<file path="config.mk">
export PLATFORM = sky130hd
export DESIGN_NAME = bitblt_engine_setup
export DESIGN_NICKNAME = d
export VERILOG_FILES = /design/src/bitblt_engine_setup.v
export VERILOG_INCLUDE_DIRS = /design/src /design/src/src
export SDC_FILE = /design/constraint.sdc
export NUM_CORES = 1
export LEC_CHECK = 0
export ABC_AREA = 1
export BUFFER_PORTS_ARGS = -buffer_cell sky130_fd_sc_hd__buf_4
export CORE_AREA = 2 2 358 360
export CTS_CLUSTER_SIZE = 20
export DETAILED_ROUTE_END_ITERATION = 12
export DIE_AREA = 0 0 360 362
export GPL_TIMING_DRIVEN = 0
export PLACE_DENSITY = 0.4
export SYNTH_ARGS = -nofsm -noshare
export SYNTH_HDL_FRONTEND = slang
export SYNTH_SLANG_ARGS = --single-unit
export TNS_END_PERCENT = 20
</file>
<file path="constraint.sdc">
create_clock -name pclk -period 6.8 [get_ports pclk]
set_input_delay 0.34 -clock pclk [delete_from_list [all_inputs] [get_ports pclk]]
set_output_delay 0.34 -clock pclk [all_outputs]
set_load 0.01 [all_outputs]
</file>
<file path="src/bitblt_engine_setup_consts.vh">
// constants for the block-transfer engine register file and fields
// ==========================================================
// Overview of operation
// - busy shows in configuration bit 0 and control bit 31; reprogram only idle
// - configuration zero means 8 bits per pixel and normal running
// - control bit 23 set takes depth from control bits 25-24
// - configuration bit 1 must be zero to run operations
// - control bits 22-20 pick the pattern row for the first line
// - control bit 19 clear uses pattern bytes fetched from memory
// - control bits 18-17 zero mean colour pattern at current depth
// - control bits 16-13 zero write every destination pixel
// - control bit 12 clear ignores the mono source control register
// - source handling bits 10-8 matter only when source is used
// - control bits 7-0 hold the raster code; f0 copies pattern
// - no source operand and no mono source mask means no source fetch and no host wait
// - offsets hold destination pitch 28-16, source pitch 12-0
// - pattern base bits 22-3 give a quadword aligned offset
// - destination base bits 22-0 give the first written byte
// - extent holds height 28-16 in lines, width 12-0 in bytes
// - writing a non-zero height with a non-zero width starts the operation
// - the 8x8 pattern tiles across the whole rectangle
// - host writes to the data port supply source bytes
// - mono source is colour expanded to the current depth
// - mono source as mask leaves pixels at zero bits unchanged
// - expansion turns one into foreground and zero into background
// - control bit 12 set marks the source as monochrome
// - control bit 10 set takes source from the host
`ifndef BITBLT_ENGINE_SETUP_CONSTS_VH
`define BITBLT_ENGINE_SETUP_CONSTS_VH
// ==========================================================
// register byte offsets
`define OFS_OFFSETS  8'h00
`define OFS_CONTROL  8'h04
`define OFS_MONOCTL  8'h08
`define OFS_PATBASE  8'h0c
`define OFS_SRCBASE  8'h10
`define OFS_DSTBASE  8'h14
`define OFS_EXTENT   8'h18
`define OFS_SHBG     8'h1c
`define OFS_SHFG     8'h20
`define OFS_SRCBG    8'h24
`define OFS_SRCFG    8'h28
`define OFS_CONFIG   8'h2c
`define OFS_DATAPORT 8'h30
// ==========================================================
// field positions
`define CTL_BUSY     31
`define CTL_DEPTH_HI 25
`define CTL_DEPTH_LO 24
`define CTL_DEPTH_EN 23
`define CTL_ROW_HI   22
`define CTL_ROW_LO   20
`define CTL_PAT_SOLID 19
`define CTL_PAT_MONO 18
`define CTL_MASK_HI  16
`define CTL_MASK_LO  14
`define CTL_MASK_SRC 13
`define CTL_SRC_MONO 12
`define CTL_SRC_HOST 10
`define MSC_SRC_COLS 27
`define CFG_BUSY     0
`define CFG_HALT     1
`define CFG_DEPTH_HI 5
`define CFG_DEPTH_LO 4
// ==========================================================
// reset values and depth codes
`define RST_ZERO32   32'h0000_0000
`define RST_CONFIG   8'h00
`define DEPTH_16     2'h1
`define DEPTH_24     2'h2
`define HOST_BYTES   3'h4
`endif

</file>
<file path="src/bitblt_engine_setup.v">
// block-transfer engine: apb register file, sequencer and byte datapath
`timescale 1ns/1ps
`default_nettype none
`include "bitblt_engine_setup_consts.vh"

module bitblt_engine_setup #(
  parameter AW = 8
) (
  input  wire          pclk,
  input  wire          presetn,
  input  wire          psel,
  input  wire          penable,
  input  wire          pwrite,
  input  wire [AW-1:0] paddr,
  input  wire [31:0]   pwdata,
  output reg  [31:0]   prdata,
  output reg           pready,
  output reg           pslverr,
  output reg           fb_req,
  output reg           fb_we,
  output reg  [22:0]   fb_addr,
  output reg  [7:0]    fb_wdata,
  input  wire          fb_ack,
  input  wire [7:0]    fb_rdata,
  output reg           busy
);

  localparam [2:0] S_IDLE = 3'd0;
  localparam [2:0] S_PAT  = 3'd1;
  localparam [2:0] S_SRC  = 3'd2;
  localparam [2:0] S_DST  = 3'd3;
  localparam [2:0] S_WR   = 3'd4;
  localparam [2:0] S_NEXT = 3'd5;

  // ==========================================================
  // functions
  function [7:0] lane;
    input [23:0] c;
    input [1:0]  i;
    begin
      lane = (i == 2'd0) ? c[7:0] : (i == 2'd1) ? c[15:8] : c[23:16];
    end
  endfunction

  function [7:0] rop3;
    input [7:0] r;
    input [7:0] p;
    input [7:0] s;
    input [7:0] d;
    integer k;
    begin
      rop3 = 8'h00;
      for (k = 0; k < 8; k = k + 1)
        rop3[k] = r[{p[k], s[k], d[k]}];
    end
  endfunction

  // ==========================================================
  // registers
  reg [31:0] ofs_q;
  reg [31:0] ctl_q;
  reg [31:0] msc_q;
  reg [31:0] pat_q;
  reg [31:0] src_q;
  reg [31:0] dst_q;
  reg [31:0] ext_q;
  reg [23:0] bg_q;
  reg [23:0] fg_q;
  reg [23:0] sbg_q;
  reg [23:0] sfg_q;
  reg [7:0]  cfg_q;

  reg [2:0]  st_q;
  reg [12:0] xb_q;
  reg [12:0] y_q;
  reg [1:0]  bi_q;
  reg [2:0]  pxc_q;
  reg [2:0]  prow_q;
  reg [3:0]  left_q;
  reg [7:0]  pbyte_q;
  reg [7:0]  sbyte_q;
  reg [7:0]  dbyte_q;
  reg [22:0] dline_q;
  reg [22:0] sline_q;
  reg [22:0] saddr_q;
  reg [31:0] hbuf_q;
  reg [2:0]  hcnt_q;

  // ==========================================================
  // apb decode
  wire acc     = psel & penable;
  wire is_dp   = (paddr == `OFS_DATAPORT);
  wire hold    = is_dp & pwrite & busy & (hcnt_q != 3'd0);
  wire mapped  = (paddr <= `OFS_DATAPORT) & (paddr[1:0] == 2'b00);
  wire wr_fire = acc & pready & pwrite & ~pslverr;
  wire wr_ext  = wr_fire & (paddr == `OFS_EXTENT);
  wire dp_wr   = wr_fire & is_dp;
  wire start   = wr_ext & (pwdata[28:16] != 13'd0) & ~busy
                 & ~cfg_q[`CFG_HALT];

  reg [31:0] rd_mux;
  always @*
  begin
    rd_mux = 32'h0000_0000;
    case (paddr)
      `OFS_OFFSETS:  rd_mux = ofs_q;
      `OFS_CONTROL:  rd_mux = {busy, ctl_q[30:0]};
      `OFS_MONOCTL:  rd_mux = msc_q;
      `OFS_PATBASE:  rd_mux = pat_q;
      `OFS_SRCBASE:  rd_mux = src_q;
      `OFS_DSTBASE:  rd_mux = dst_q;
      `OFS_EXTENT:   rd_mux = ext_q;
      `OFS_SHBG:     rd_mux = {8'h00, bg_q};
      `OFS_SHFG:     rd_mux = {8'h00, fg_q};
      `OFS_SRCBG:    rd_mux = {8'h00, sbg_q};
      `OFS_SRCFG:    rd_mux = {8'h00, sfg_q};
      `OFS_CONFIG:   rd_mux = {24'h000000, cfg_q[7:1], busy};
      default:       rd_mux = 32'h0000_0000;
    endcase
  end

  always @(posedge pclk or negedge presetn)
  begin
    if (!presetn)
    begin
      pready  <= 1'b0;
      pslverr <= 1'b0;
      prdata  <= 32'h0000_0000;
    end
    else
    begin
      pready  <= acc & ~pready & ~hold;
      pslverr <= acc & ~pready & ~hold & ~mapped;
      prdata  <= (acc & ~pready & ~pwrite & mapped) ? rd_mux : 32'h0000_0000;
    end
  end

  always @(posedge pclk or negedge presetn)
  begin
    if (!presetn)
    begin
      ofs_q <= `RST_ZERO32;
      ctl_q <= `RST_ZERO32;
      msc_q <= `RST_ZERO32;
      pat_q <= `RST_ZERO32;
      src_q <= `RST_ZERO32;
      dst_q <= `RST_ZERO32;
      ext_q <= `RST_ZERO32;
      bg_q  <= 24'h000000;
      fg_q  <= 24'h000000;
      sbg_q <= 24'h000000;
      sfg_q <= 24'h000000;
      cfg_q <= `RST_CONFIG;
    end
    else if (wr_fire)
    begin
      case (paddr)
        `OFS_OFFSETS: ofs_q <= {3'b000, pwdata[28:16], 3'b000, pwdata[12:0]};
        `OFS_CONTROL: ctl_q <= {1'b0, pwdata[30:0]};
        `OFS_MONOCTL: msc_q <= pwdata;
        `OFS_PATBASE: pat_q <= {9'h000, pwdata[22:3], 3'b000};
        `OFS_SRCBASE: src_q <= {9'h000, pwdata[22:0]};
        `OFS_DSTBASE: dst_q <= {9'h000, pwdata[22:0]};
        `OFS_EXTENT:  ext_q <= {3'b000, pwdata[28:16], 3'b000, pwdata[12:0]};
        `OFS_SHBG:    bg_q  <= pwdata[23:0];
        `OFS_SHFG:    fg_q  <= pwdata[23:0];
        `OFS_SRCBG:   sbg_q <= pwdata[23:0];
        `OFS_SRCFG:   sfg_q <= pwdata[23:0];
        `OFS_CONFIG:  cfg_q <= {pwdata[7:1], 1'b0};
        default:      cfg_q <= cfg_q;
      endcase
    end
  end

  // ==========================================================
  // operation decode
  wire [1:0] depth = ctl_q[`CTL_DEPTH_EN] ? ctl_q[`CTL_DEPTH_HI:`CTL_DEPTH_LO]
                   : cfg_q[`CFG_DEPTH_HI:`CFG_DEPTH_LO];
  wire [1:0] bpp   = (depth == `DEPTH_16) ? 2'd2 :
                     (depth == `DEPTH_24) ? 2'd3 : 2'd1;
  wire [7:0] rop   = ctl_q[7:0];
  wire uses_pat    = (rop[7:4] != rop[3:0]);
  wire uses_src    = ({rop[7:6], rop[3:2]} != {rop[5:4], rop[1:0]});
  wire uses_dst    = ({rop[7], rop[5], rop[3], rop[1]} != {rop[6], rop[4], rop[2], rop[0]});
  wire fetch_pat   = uses_pat & ~ctl_q[`CTL_PAT_SOLID];
  wire mono        = ctl_q[`CTL_SRC_MONO];
  wire mask_mono   = ctl_q[`CTL_MASK_SRC] & mono
                   & ~|ctl_q[`CTL_MASK_HI:`CTL_MASK_LO];
  wire src_on      = uses_src | mask_mono;
  wire need_s      = src_on & (mono ? ((bi_q == 2'd0) & (left_q == 4'd0)) : 1'b1);
  wire alt_cols    = mono & msc_q[`MSC_SRC_COLS];
  wire [23:0] s_fg = alt_cols ? sfg_q : fg_q;
  wire [23:0] s_bg = alt_cols ? sbg_q : bg_q;
  wire [2:0] sidx  = left_q[2:0] - 3'd1;
  wire sbit        = sbyte_q[sidx];
  wire pbit        = pbyte_q[3'd7 - pxc_q];
  wire [7:0] src_b = mono ? lane(sbit ? s_fg : s_bg, bi_q) : sbyte_q;
  wire [7:0] pat_b = ctl_q[`CTL_PAT_SOLID] ? lane(fg_q, bi_q) :
                     ctl_q[`CTL_PAT_MONO] ? lane(pbit ? fg_q : bg_q, bi_q) :
                     pbyte_q;
  wire [7:0] res_b = rop3(rop, pat_b, src_b, dbyte_q);
  wire masked      = mask_mono & ~sbit;
  wire [4:0] pxo   = pxc_q * bpp;

  reg [22:0] pofs;
  always @*
  begin
    pofs = 23'h000000;
    if (ctl_q[`CTL_PAT_MONO])
      pofs = {20'h00000, prow_q};
    else
    begin
      case (bpp)
        2'd2:    pofs = {16'h0000, prow_q, 4'h0};
        2'd3:    pofs = {15'h0000, prow_q, 5'h00};
        default: pofs = {17'h00000, prow_q, 3'h0};
      endcase
      pofs = pofs + {18'h00000, pxo} + {21'h000000, bi_q};
    end
  end

  wire [22:0] pat_addr = pat_q[22:0] + pofs;
  wire [22:0] dst_addr = dline_q + {10'h000, xb_q};
  wire px_end  = (bi_q == bpp - 2'd1);
  wire ln_end  = (xb_q == ext_q[12:0] - 13'd1);
  wire op_end  = (y_q == ext_q[28:16] - 13'd1);
  wire [22:0] dline_n = dline_q + {10'h000, ofs_q[28:16]};
  wire [22:0] sline_n = sline_q + {10'h000, ofs_q[12:0]};

  // ==========================================================
  // sequencer
  always @(posedge pclk or negedge presetn)
  begin
    if (!presetn)
    begin
      st_q <= S_IDLE;
      busy <= 1'b0;
      fb_req <= 1'b0;
      fb_we <= 1'b0;
      fb_addr <= 23'h000000;
      fb_wdata <= 8'h00;
      xb_q <= 13'h0000;
      y_q <= 13'h0000;
      bi_q <= 2'd0;
      pxc_q <= 3'd0;
      prow_q <= 3'd0;
      left_q <= 4'd0;
      pbyte_q <= 8'h00;
      sbyte_q <= 8'h00;
      dbyte_q <= 8'h00;
      dline_q <= 23'h000000;
      sline_q <= 23'h000000;
      saddr_q <= 23'h000000;
      hbuf_q <= 32'h0000_0000;
      hcnt_q <= 3'd0;
    end
    else if (cfg_q[`CFG_HALT])
    begin
      st_q <= S_IDLE;
      busy <= 1'b0;
      fb_req <= 1'b0;
      hcnt_q <= 3'd0;
    end
    else
    begin
      if (dp_wr)
      begin
        hbuf_q <= pwdata;
        hcnt_q <= `HOST_BYTES;
      end
      case (st_q)
        S_IDLE:
        begin
          if (start)
          begin
            busy <= 1'b1;
            st_q <= (pwdata[12:0] == 13'd0) ? S_IDLE : S_PAT;
            busy <= (pwdata[12:0] != 13'd0);
            xb_q <= 13'h0000;
            y_q <= 13'h0000;
            bi_q <= 2'd0;
            pxc_q <= 3'd0;
            prow_q <= ctl_q[`CTL_ROW_HI:`CTL_ROW_LO];
            left_q <= 4'd0;
            hcnt_q <= 3'd0;
            dline_q <= dst_q[22:0];
            sline_q <= src_q[22:0];
            saddr_q <= src_q[22:0];
          end
        end
        S_PAT:
        begin
          if (!fetch_pat)
            st_q <= S_SRC;
          else if (!fb_req)
          begin
            fb_req <= 1'b1;
            fb_we <= 1'b0;
            fb_addr <= pat_addr;
          end
          else if (fb_ack)
          begin
            fb_req <= 1'b0;
            pbyte_q <= fb_rdata;
            st_q <= S_SRC;
          end
        end
        S_SRC:
        begin
          if (!need_s)
            st_q <= S_DST;
          else if (ctl_q[`CTL_SRC_HOST])
          begin
            if (hcnt_q != 3'd0)
            begin
              sbyte_q <= hbuf_q[7:0];
              hbuf_q <= {8'h00, hbuf_q[31:8]};
              hcnt_q <= hcnt_q - 3'd1;
              left_q <= 4'd8;
              st_q <= S_DST;
            end
          end
          else if (!fb_req)
          begin
            fb_req <= 1'b1;
            fb_we <= 1'b0;
            fb_addr <= saddr_q;
          end
          else if (fb_ack)
          begin
            fb_req <= 1'b0;
            sbyte_q <= fb_rdata;
            saddr_q <= saddr_q + 23'd1;
            left_q <= 4'd8;
            st_q <= S_DST;
          end
        end
        S_DST:
        begin
          if (!uses_dst)
            st_q <= S_WR;
          else if (!fb_req)
          begin
            fb_req <= 1'b1;
            fb_we <= 1'b0;
            fb_addr <= dst_addr;
          end
          else if (fb_ack)
          begin
            fb_req <= 1'b0;
            dbyte_q <= fb_rdata;
            st_q <= S_WR;
          end
        end
        S_WR:
        begin
          if (masked)
            st_q <= S_NEXT;
          else if (!fb_req)
          begin
            fb_req <= 1'b1;
            fb_we <= 1'b1;
            fb_addr <= dst_addr;
            fb_wdata <= res_b;
          end
          else if (fb_ack)
          begin
            fb_req <= 1'b0;
            fb_we <= 1'b0;
            st_q <= S_NEXT;
          end
        end
        S_NEXT:
        begin
          if (px_end)
          begin
            bi_q <= 2'd0;
            pxc_q <= pxc_q + 3'd1;
            if (mono && left_q != 4'd0)
              left_q <= left_q - 4'd1;
          end
          else
            bi_q <= bi_q + 2'd1;
          if (!ln_end)
          begin
            xb_q <= xb_q + 13'd1;
            st_q <= S_PAT;
          end
          else if (op_end)
          begin
            busy <= 1'b0;
            st_q <= S_IDLE;
          end
          else
          begin
            xb_q <= 13'h0000;
            y_q <= y_q + 13'd1;
            bi_q <= 2'd0;
            pxc_q <= 3'd0;
            left_q <= 4'd0;
            prow_q <= prow_q + 3'd1;
            dline_q <= dline_n;
            sline_q <= sline_n;
            saddr_q <= sline_n;
            st_q <= S_PAT;
          end
        end
        default:
          st_q <= S_IDLE;
      endcase
    end
  end

endmodule // bitblt_engine_setup

`default_nettype wire

</file>
==> results.sh, run 1 <==
export IMPL_pwr_share_clk=0.398
export IMPL_hold_viol=0
export IMPL_syn_area_sq_um=31400
export IMPL_io_buffers=121
export IMPL_dp_hpwl_um=127000
export IMPL_ys_ff_latch=521
export IMPL_yosysTopAreaCell="dfrtp_1"
export IMPL_grt_overflow=0
export IMPL_dieArea_sq_um=130000
export IMPL_ys_flop_type="dfrtp_1"
export IMPL_core_area_sq_um=127000
export IMPL_grt_setup_unrepaired="false"
export IMPL_chipHeight_um=362
export IMPL_htree_num_levels=3
export IMPL_fmax_mhz=166
export IMPL_maxSlewHeadroom=0.0122
export IMPL_internal_power_mw=6.07
export IMPL_synth_edf_count=0
export IMPL_num_nets_final=4698
export IMPL_status="finished clean"
export IMPL_cts_resized=0
export IMPL_p_sw_frac=0.375
export IMPL_routed_via_density=5.10
export IMPL_io_pins=122
export IMPL_ir_drop_mv=0.231
export IMPL_critPathRequiredTime_ns=7.38
export IMPL_period_minus_slack_ns=6.02
export IMPL_wire_per_inst_um=25.9
export IMPL_crit_fanout=6
export IMPL_ys_seq_area_frac=0.415
export IMPL_worstPathArrival_ns=6.61
export IMPL_power_density_nw_per_um2=261
export IMPL_synth_net_count=4476
export IMPL_setup_viol_count_final=0
export IMPL_start_util=0.248
export IMPL_clock_sinks=521
export IMPL_syn_mean_instance_area_sq_um=7.23
export IMPL_finalInstanceArea_sq_um=37200
export IMPL_cap_violations=0
export IMPL_drtIter0Drc=3324
export IMPL_synth_cells=4349
export IMPL_post_cts_setup_buffers=0
export IMPL_grt_max_degree=103
export IMPL_die_x_um=360
export IMPL_fin_crit_sh=0.886
export IMPL_slew_viol_final=0
export IMPL_gp_congestion=0.952
export IMPL_synth_most_common_cell="nand2_1"
export IMPL_wl_um=163000
export IMPL_clk_latency_ns=0.67
export IMPL_antenna_found_initial=6
export IMPL_switching_power_mw=3.64
export IMPL_synth_top_cells_by_area="dfrtp_1 (41%), nand2_1 (16%), o21ai_0 (10%)"
export IMPL_clk_pin_slew_ns=0.06
export IMPL_skew_ns=0.0365
export IMPL_yosysWarnings=0
export IMPL_grt_pass1_vias=30400
export IMPL_worst_pin_slew_ns=1.48
export IMPL_p_comb_frac=0.261
export IMPL_drive_above_1_share=0.0821
export IMPL_area_growth_pct=18.2
export IMPL_num_vias=32100
export IMPL_hp_class="input pin to register"
export IMPL_hold_path_cell_count=3
export IMPL_cts_buffers=68
export IMPL_drcViolationCount=0
export IMPL_synth_commonest_cells="nand2_1 (1,347), o21ai_0 (657), dfrtp_1 (521)"
export IMPL_final_core_util=0.293
export IMPL_synth_distinct_cells=63
export IMPL_cp_end_kind="register"
export IMPL_ant_nets=0
export IMPL_synth_async_reset_ratio=1.00
export IMPL_grt_use_total=0.245
export IMPL_setup_worst_path_class="register to register"
export IMPL_synth_top_area_share=0.415
export IMPL_pwr_share_seq=0.341
export IMPL_row_count=131
export IMPL_drtPass1Iterations=5
export IMPL_grt_pass1_wl_um=231000
export IMPL_worst_r2r_path_depth=25
export IMPL_cts_tree="built"
export IMPL_cts_max_path_buffers=3
export IMPL_start_kind="register"
export IMPL_ctsRootBufferMaster="clkbuf_16"
export IMPL_placed_area_sq_um=34600
export IMPL_leakagePower_nw=17.3
export IMPL_fin_hold_ws_ns=0.0215
export IMPL_r2r_slack_ns=0.78
## critical path, stage by stage, from the launching register on
cell	delay (ns)
dfrtp_1	0.47
o21ai_0	1.10
inv_1	0.17
ha_1	0.47
nor2_1	0.10
fa_1	0.52
ha_1	0.16
inv_1	0.06
fa_1	0.41
nor3_1	0.20
a211oi_1	0.11
o31a_1	0.26
nor3_1	0.21
ha_1	0.24
nand2_1	0.07
nand2_1	0.10
nand3_1	0.07
nand2_1	0.10
nand2_1	0.05
nand2_1	0.17
nand2_1	0.14
nor2_1	0.15
o21ai_0	0.09
a21oi_1	0.31
o21ai_0	0.16
nand2_1	0.07
## per-stage QoR
stage          total power [mW]  cells  worst slack, ns  TNS [ns]
2_1_floorplan              4.72   4349             2.48         0
3_3_place_gp               5.88   6132            -1.14   -530.62
3_5_place_dp               5.89   6138            0.757         0
4_1_cts                    9.81   6281            0.721         0
5_1_grt                    10.1   6281            0.395         0
6_report                   9.71   6283            0.778         0
## repair_timing
item                                    4_1_cts  5_1_grt
endpoints found under the setup margin        0        0
hold buffers                                 25        0
endpoints found under the hold margin       115        0
## layout by cell type, fill, tap and decap left out, drive strengths merged, types with 67 or more instances in the layout
cell type  netlist  routed
nand2         1355    1355
ha              67      67
a21oi          150     150
o21ai          703     703
nand3          286     286
dfrtp          521     521
inv            413     417
buf             61     188
clkbuf         164     257
nor2           195     195
## flip-flops by register name, indices dropped and copies added (netlist names), 23 cells and up
signal   count
sfg_q       24
dline_q     23
hbuf_q      32
ofs_q       26
src_q       23
prdata      32
ext_q       26
bg_q        24
ctl_q       31
msc_q       32
fg_q        24
dst_q       23
sbg_q       24
sline_q     23
saddr_q     23
fb_addr     23
## power groups by stage
stage               sequential [mW]  clock, mW  combinational [mW]
global route                   3.32       4.06                2.73
detailed placement             3.36          0                2.53
finish                         3.31       3.87                2.54
floorplan                      3.32          0                1.40
CTS                            3.31       3.95                2.55
global placement               3.36          0                2.52
## per-layer routing
| layer | track usage | routed length, um | share of wire |
|---|---|---|---|
| met5 | 0 | 7 | 0.000043 |
| met4 | 0.110 | 8250 | 0.051 |
| met3 | 0.0400 | 10000 | 0.062 |
| met2 | 0.381 | 71500 | 0.44 |
| met1 | 0.334 | 72700 | 0.45 |
## path summary, 6_finish.rpt
kind | startpoint | endpoint
worst min-delay path | fb_rdata[3] | pbyte_q[3]$_DFFE_PN0P_
min in group asynchronous | presetn | xb_q[6]$_DFFE_PN0P_
worst max-delay path | cfg_q[4]$_DFFE_PN0P_ | fb_addr[22]$_DFFE_PN0P_
worst max register to register | cfg_q[4]$_DFFE_PN0P_ | fb_addr[22]$_DFFE_PN0P_
max in group asynchronous | presetn | pxc_q[0]$_DFFE_PN0P_
worst min register to register | fb_addr[16]$_DFFE_PN0P_ | fb_addr[16]$_DFFE_PN0P_
## logic make-up (layout without fill, tap and decap cells)
family / after synthesis / count (layout) / share of synthesized area
buf+inv: 644 / 914 / 0.0816
compound gates: 1040 / 1040 / 0.184
simple gates: 1997 / 1997 / 0.268
xor+xnor: 65 / 65 / 0.0185
other cells: 0 / 2 / 0
flops: 521 / 521 / 0.415
mux: 9 / 9 / 0.00290
fa+ha+maj: 73 / 73 / 0.0305
## area by class of cell
| cell class | instances | area, sq um |
|---|---|---|
| Buffer | 225 | 993 |
| Tap cell | 1662 | 2080 |
| Multi-Input combinational cell | 3184 | 15800 |
| Clock inverter | 25 | 338 |
| Timing Repair Buffer | 152 | 1310 |
| Sequential cell | 521 | 13000 |
| Inverter | 419 | 1570 |
| Antenna cell | 2 | 5.00 |
| Fill cell | 14100 | 89500 |
| Clock buffer | 93 | 1990 |
Note: power is estimated with default switching activity, not from simulation.
==> run 2, diff against run 1 <==
- RECOVER_POWER: default -> 50
==> run 2 against run 1 <==
Net effect: the flow now finishes with violations (max-capacitance violations, max-slew violations); via count fell by 0.33%; maximum frequency fell by 0.17%; clock power barely moved; clock skew rose by 0.0021 ns; non-clock buffer count did not move.
==> results.sh, run 2 (synthesis gave the netlist of run 1 again) <==
export IMPL_nFillCells=14100
export IMPL_die_x_um=360
export IMPL_grt_pass1_vias=30400
export IMPL_wl_um=163000
export IMPL_hold_buffers=25
export IMPL_layout_commonest_cell="nand2_1"
export IMPL_dieArea_sq_um=130000
export IMPL_fin_crit_sh=0.887
export IMPL_grt_max_degree=103
export IMPL_row_count=131
export IMPL_top_regs="hbuf_q: 32 flops, msc_q: 32 flops, prdata: 32 flops"
export IMPL_power_density_nw_per_um2=263
export IMPL_htree_num_levels=3
export IMPL_leakagePower_nw=17.0
export IMPL_critPathRequiredTime_ns=7.39
export IMPL_maxSlewHeadroom=-2.70
export IMPL_max_stage_delay_ns=1.10
export IMPL_setup_tns_ns=0
export IMPL_grt_overflow=0
export IMPL_clk_latency_ns=0.67
export IMPL_hp_class="input pin to register"
export IMPL_drtPass1Iterations=6
export IMPL_clock_sinks=521
export IMPL_grt_setup_unrepaired="false"
export IMPL_multi_input_area_sq_um=15800
export IMPL_cpMaxStageDelayCell="o21ai_0"
export IMPL_area_growth_pct=17.3
export IMPL_routed_via_density=5.09
export IMPL_register_area_sq_um=13000
export IMPL_cp_end_kind="register"
export IMPL_num_nets_final=4698
export IMPL_fin_total_pwr_mw=9.70
export IMPL_start_util=0.248
export IMPL_status="complete, but fails checks"
export IMPL_chipHeight_um=362
export IMPL_skew_ns=0.0385
export IMPL_period_minus_slack_ns=6.03
export IMPL_worstPathArrival_ns=6.62
export IMPL_ant_nets=0
export IMPL_worst_pin_slew_ns=5.54
export IMPL_cts_resized=0
export IMPL_setup_worst_path_class="register to register"
export IMPL_cp_common_cell="nand2_1"
export IMPL_post_cts_setup_buffers=0
export IMPL_r2r_slack_ns=0.77
export IMPL_ctsRootBufferMaster="clkbuf_16"
export IMPL_slew_viol_final=91
export IMPL_antenna_found_initial=6
export IMPL_cap_violations=1
export IMPL_drcViolationCount=0
export IMPL_final_core_util=0.291
export IMPL_grt_use_total=0.245
export IMPL_setup_viol_count_final=0
export IMPL_start_kind="register"
export IMPL_core_area_sq_um=127000
export IMPL_io_buffers=121
export IMPL_num_vias=32000
export IMPL_grt_pass1_wl_um=231000
export IMPL_dp_hpwl_um=127000
export IMPL_drive_above_1_share=0.0660
export IMPL_cts_max_path_buffers=3
export IMPL_gp_congestion=0.952
export IMPL_io_pins=122
export IMPL_wire_per_inst_um=25.9
export IMPL_drtIter0Drc=3342
export IMPL_ir_drop_mv=0.230
export IMPL_crit_fanout=6
export IMPL_clk_pin_slew_ns=0.06
export IMPL_hold_viol=0
export IMPL_cts_buffers=68
export IMPL_fmax_mhz=166
export IMPL_violations="max-capacitance violations, max-slew violations"
export IMPL_final_cell_mix="nand2_1 (1,348), o21ai_0 (656), dfrtp_1 (521), inv_1 (400), nand3_1 (281)"
export IMPL_cts_tree="built"
[run 2: power by group]
group / switching (mW) / internal (mW)
Sequential: 0.112 / 3.20
Combinational: 1.91 / 0.607
Clock: 1.62 / 2.26
Total: 3.64 / 6.06
[run 2: final timing paths]
path / start / to / cells past startpoint
worst max register to register: cfg_q[4]$_DFFE_PN0P_ / fb_addr[22]$_DFFE_PN0P_ / 25
worst min-delay path: fb_rdata[3] / pbyte_q[3]$_DFFE_PN0P_ / 3
min in group asynchronous: presetn / xb_q[6]$_DFFE_PN0P_ / 2
worst min register to register: fb_addr[19]$_DFFE_PN0P_ / fb_addr[19]$_DFFE_PN0P_ / 2
max in group asynchronous: presetn / dst_q[2]$_DFFE_PN0P_ / 2
worst max-delay path: cfg_q[4]$_DFFE_PN0P_ / fb_addr[22]$_DFFE_PN0P_ / 25
[run 2: critical path, delay by kind of cell, from the launching register on]
| family | cells | cell delay (ns) |
|---|---|---|
| buf+inv | 2 | 0.23 |
| flops | 1 | 0.46 |
| compound gates | 6 | 2.02 |
| simple gates | 12 | 1.43 |
| fa+ha+maj | 5 | 1.80 |
[run 2: layer usage]
metal / share of wire / vias to the layer above / global-route usage
met1: 0.45 / 15700 / 0.334
li1: - / 14900 / -
met2: 0.44 / 1137 / 0.381
met4: 0.050 / 2 / 0.110
met5: 0.000043 / - / 0
met3: 0.060 / 274 / 0.0400
[run 2: cell type report]
class,count,share of cell area
clock buffers,93,0.0539
plain buffers,225,0.0269
clock inverters,25,0.00916
well taps,1662,0.0564
repair buffers,152,0.0283
flip-flops and latches,521,0.354
inverters,419,0.0427
diodes,1,0.0000679
multi-input cells,3184,0.429
[run 2: metrics by stage]
step	instance area, sq um	cells	setup slack, ns	hold slack (ns)
2_1_floorplan	31400	4349	2.48	0.0444
3_3_place_gp	34400	6132	-1.14	0.464
3_5_place_dp	34600	6138	0.757	0.440
4_1_cts	37200	6281	0.721	0.00122
5_1_grt	36900	6281	0.284	0.0363
6_report	36900	6282	0.768	0.0169
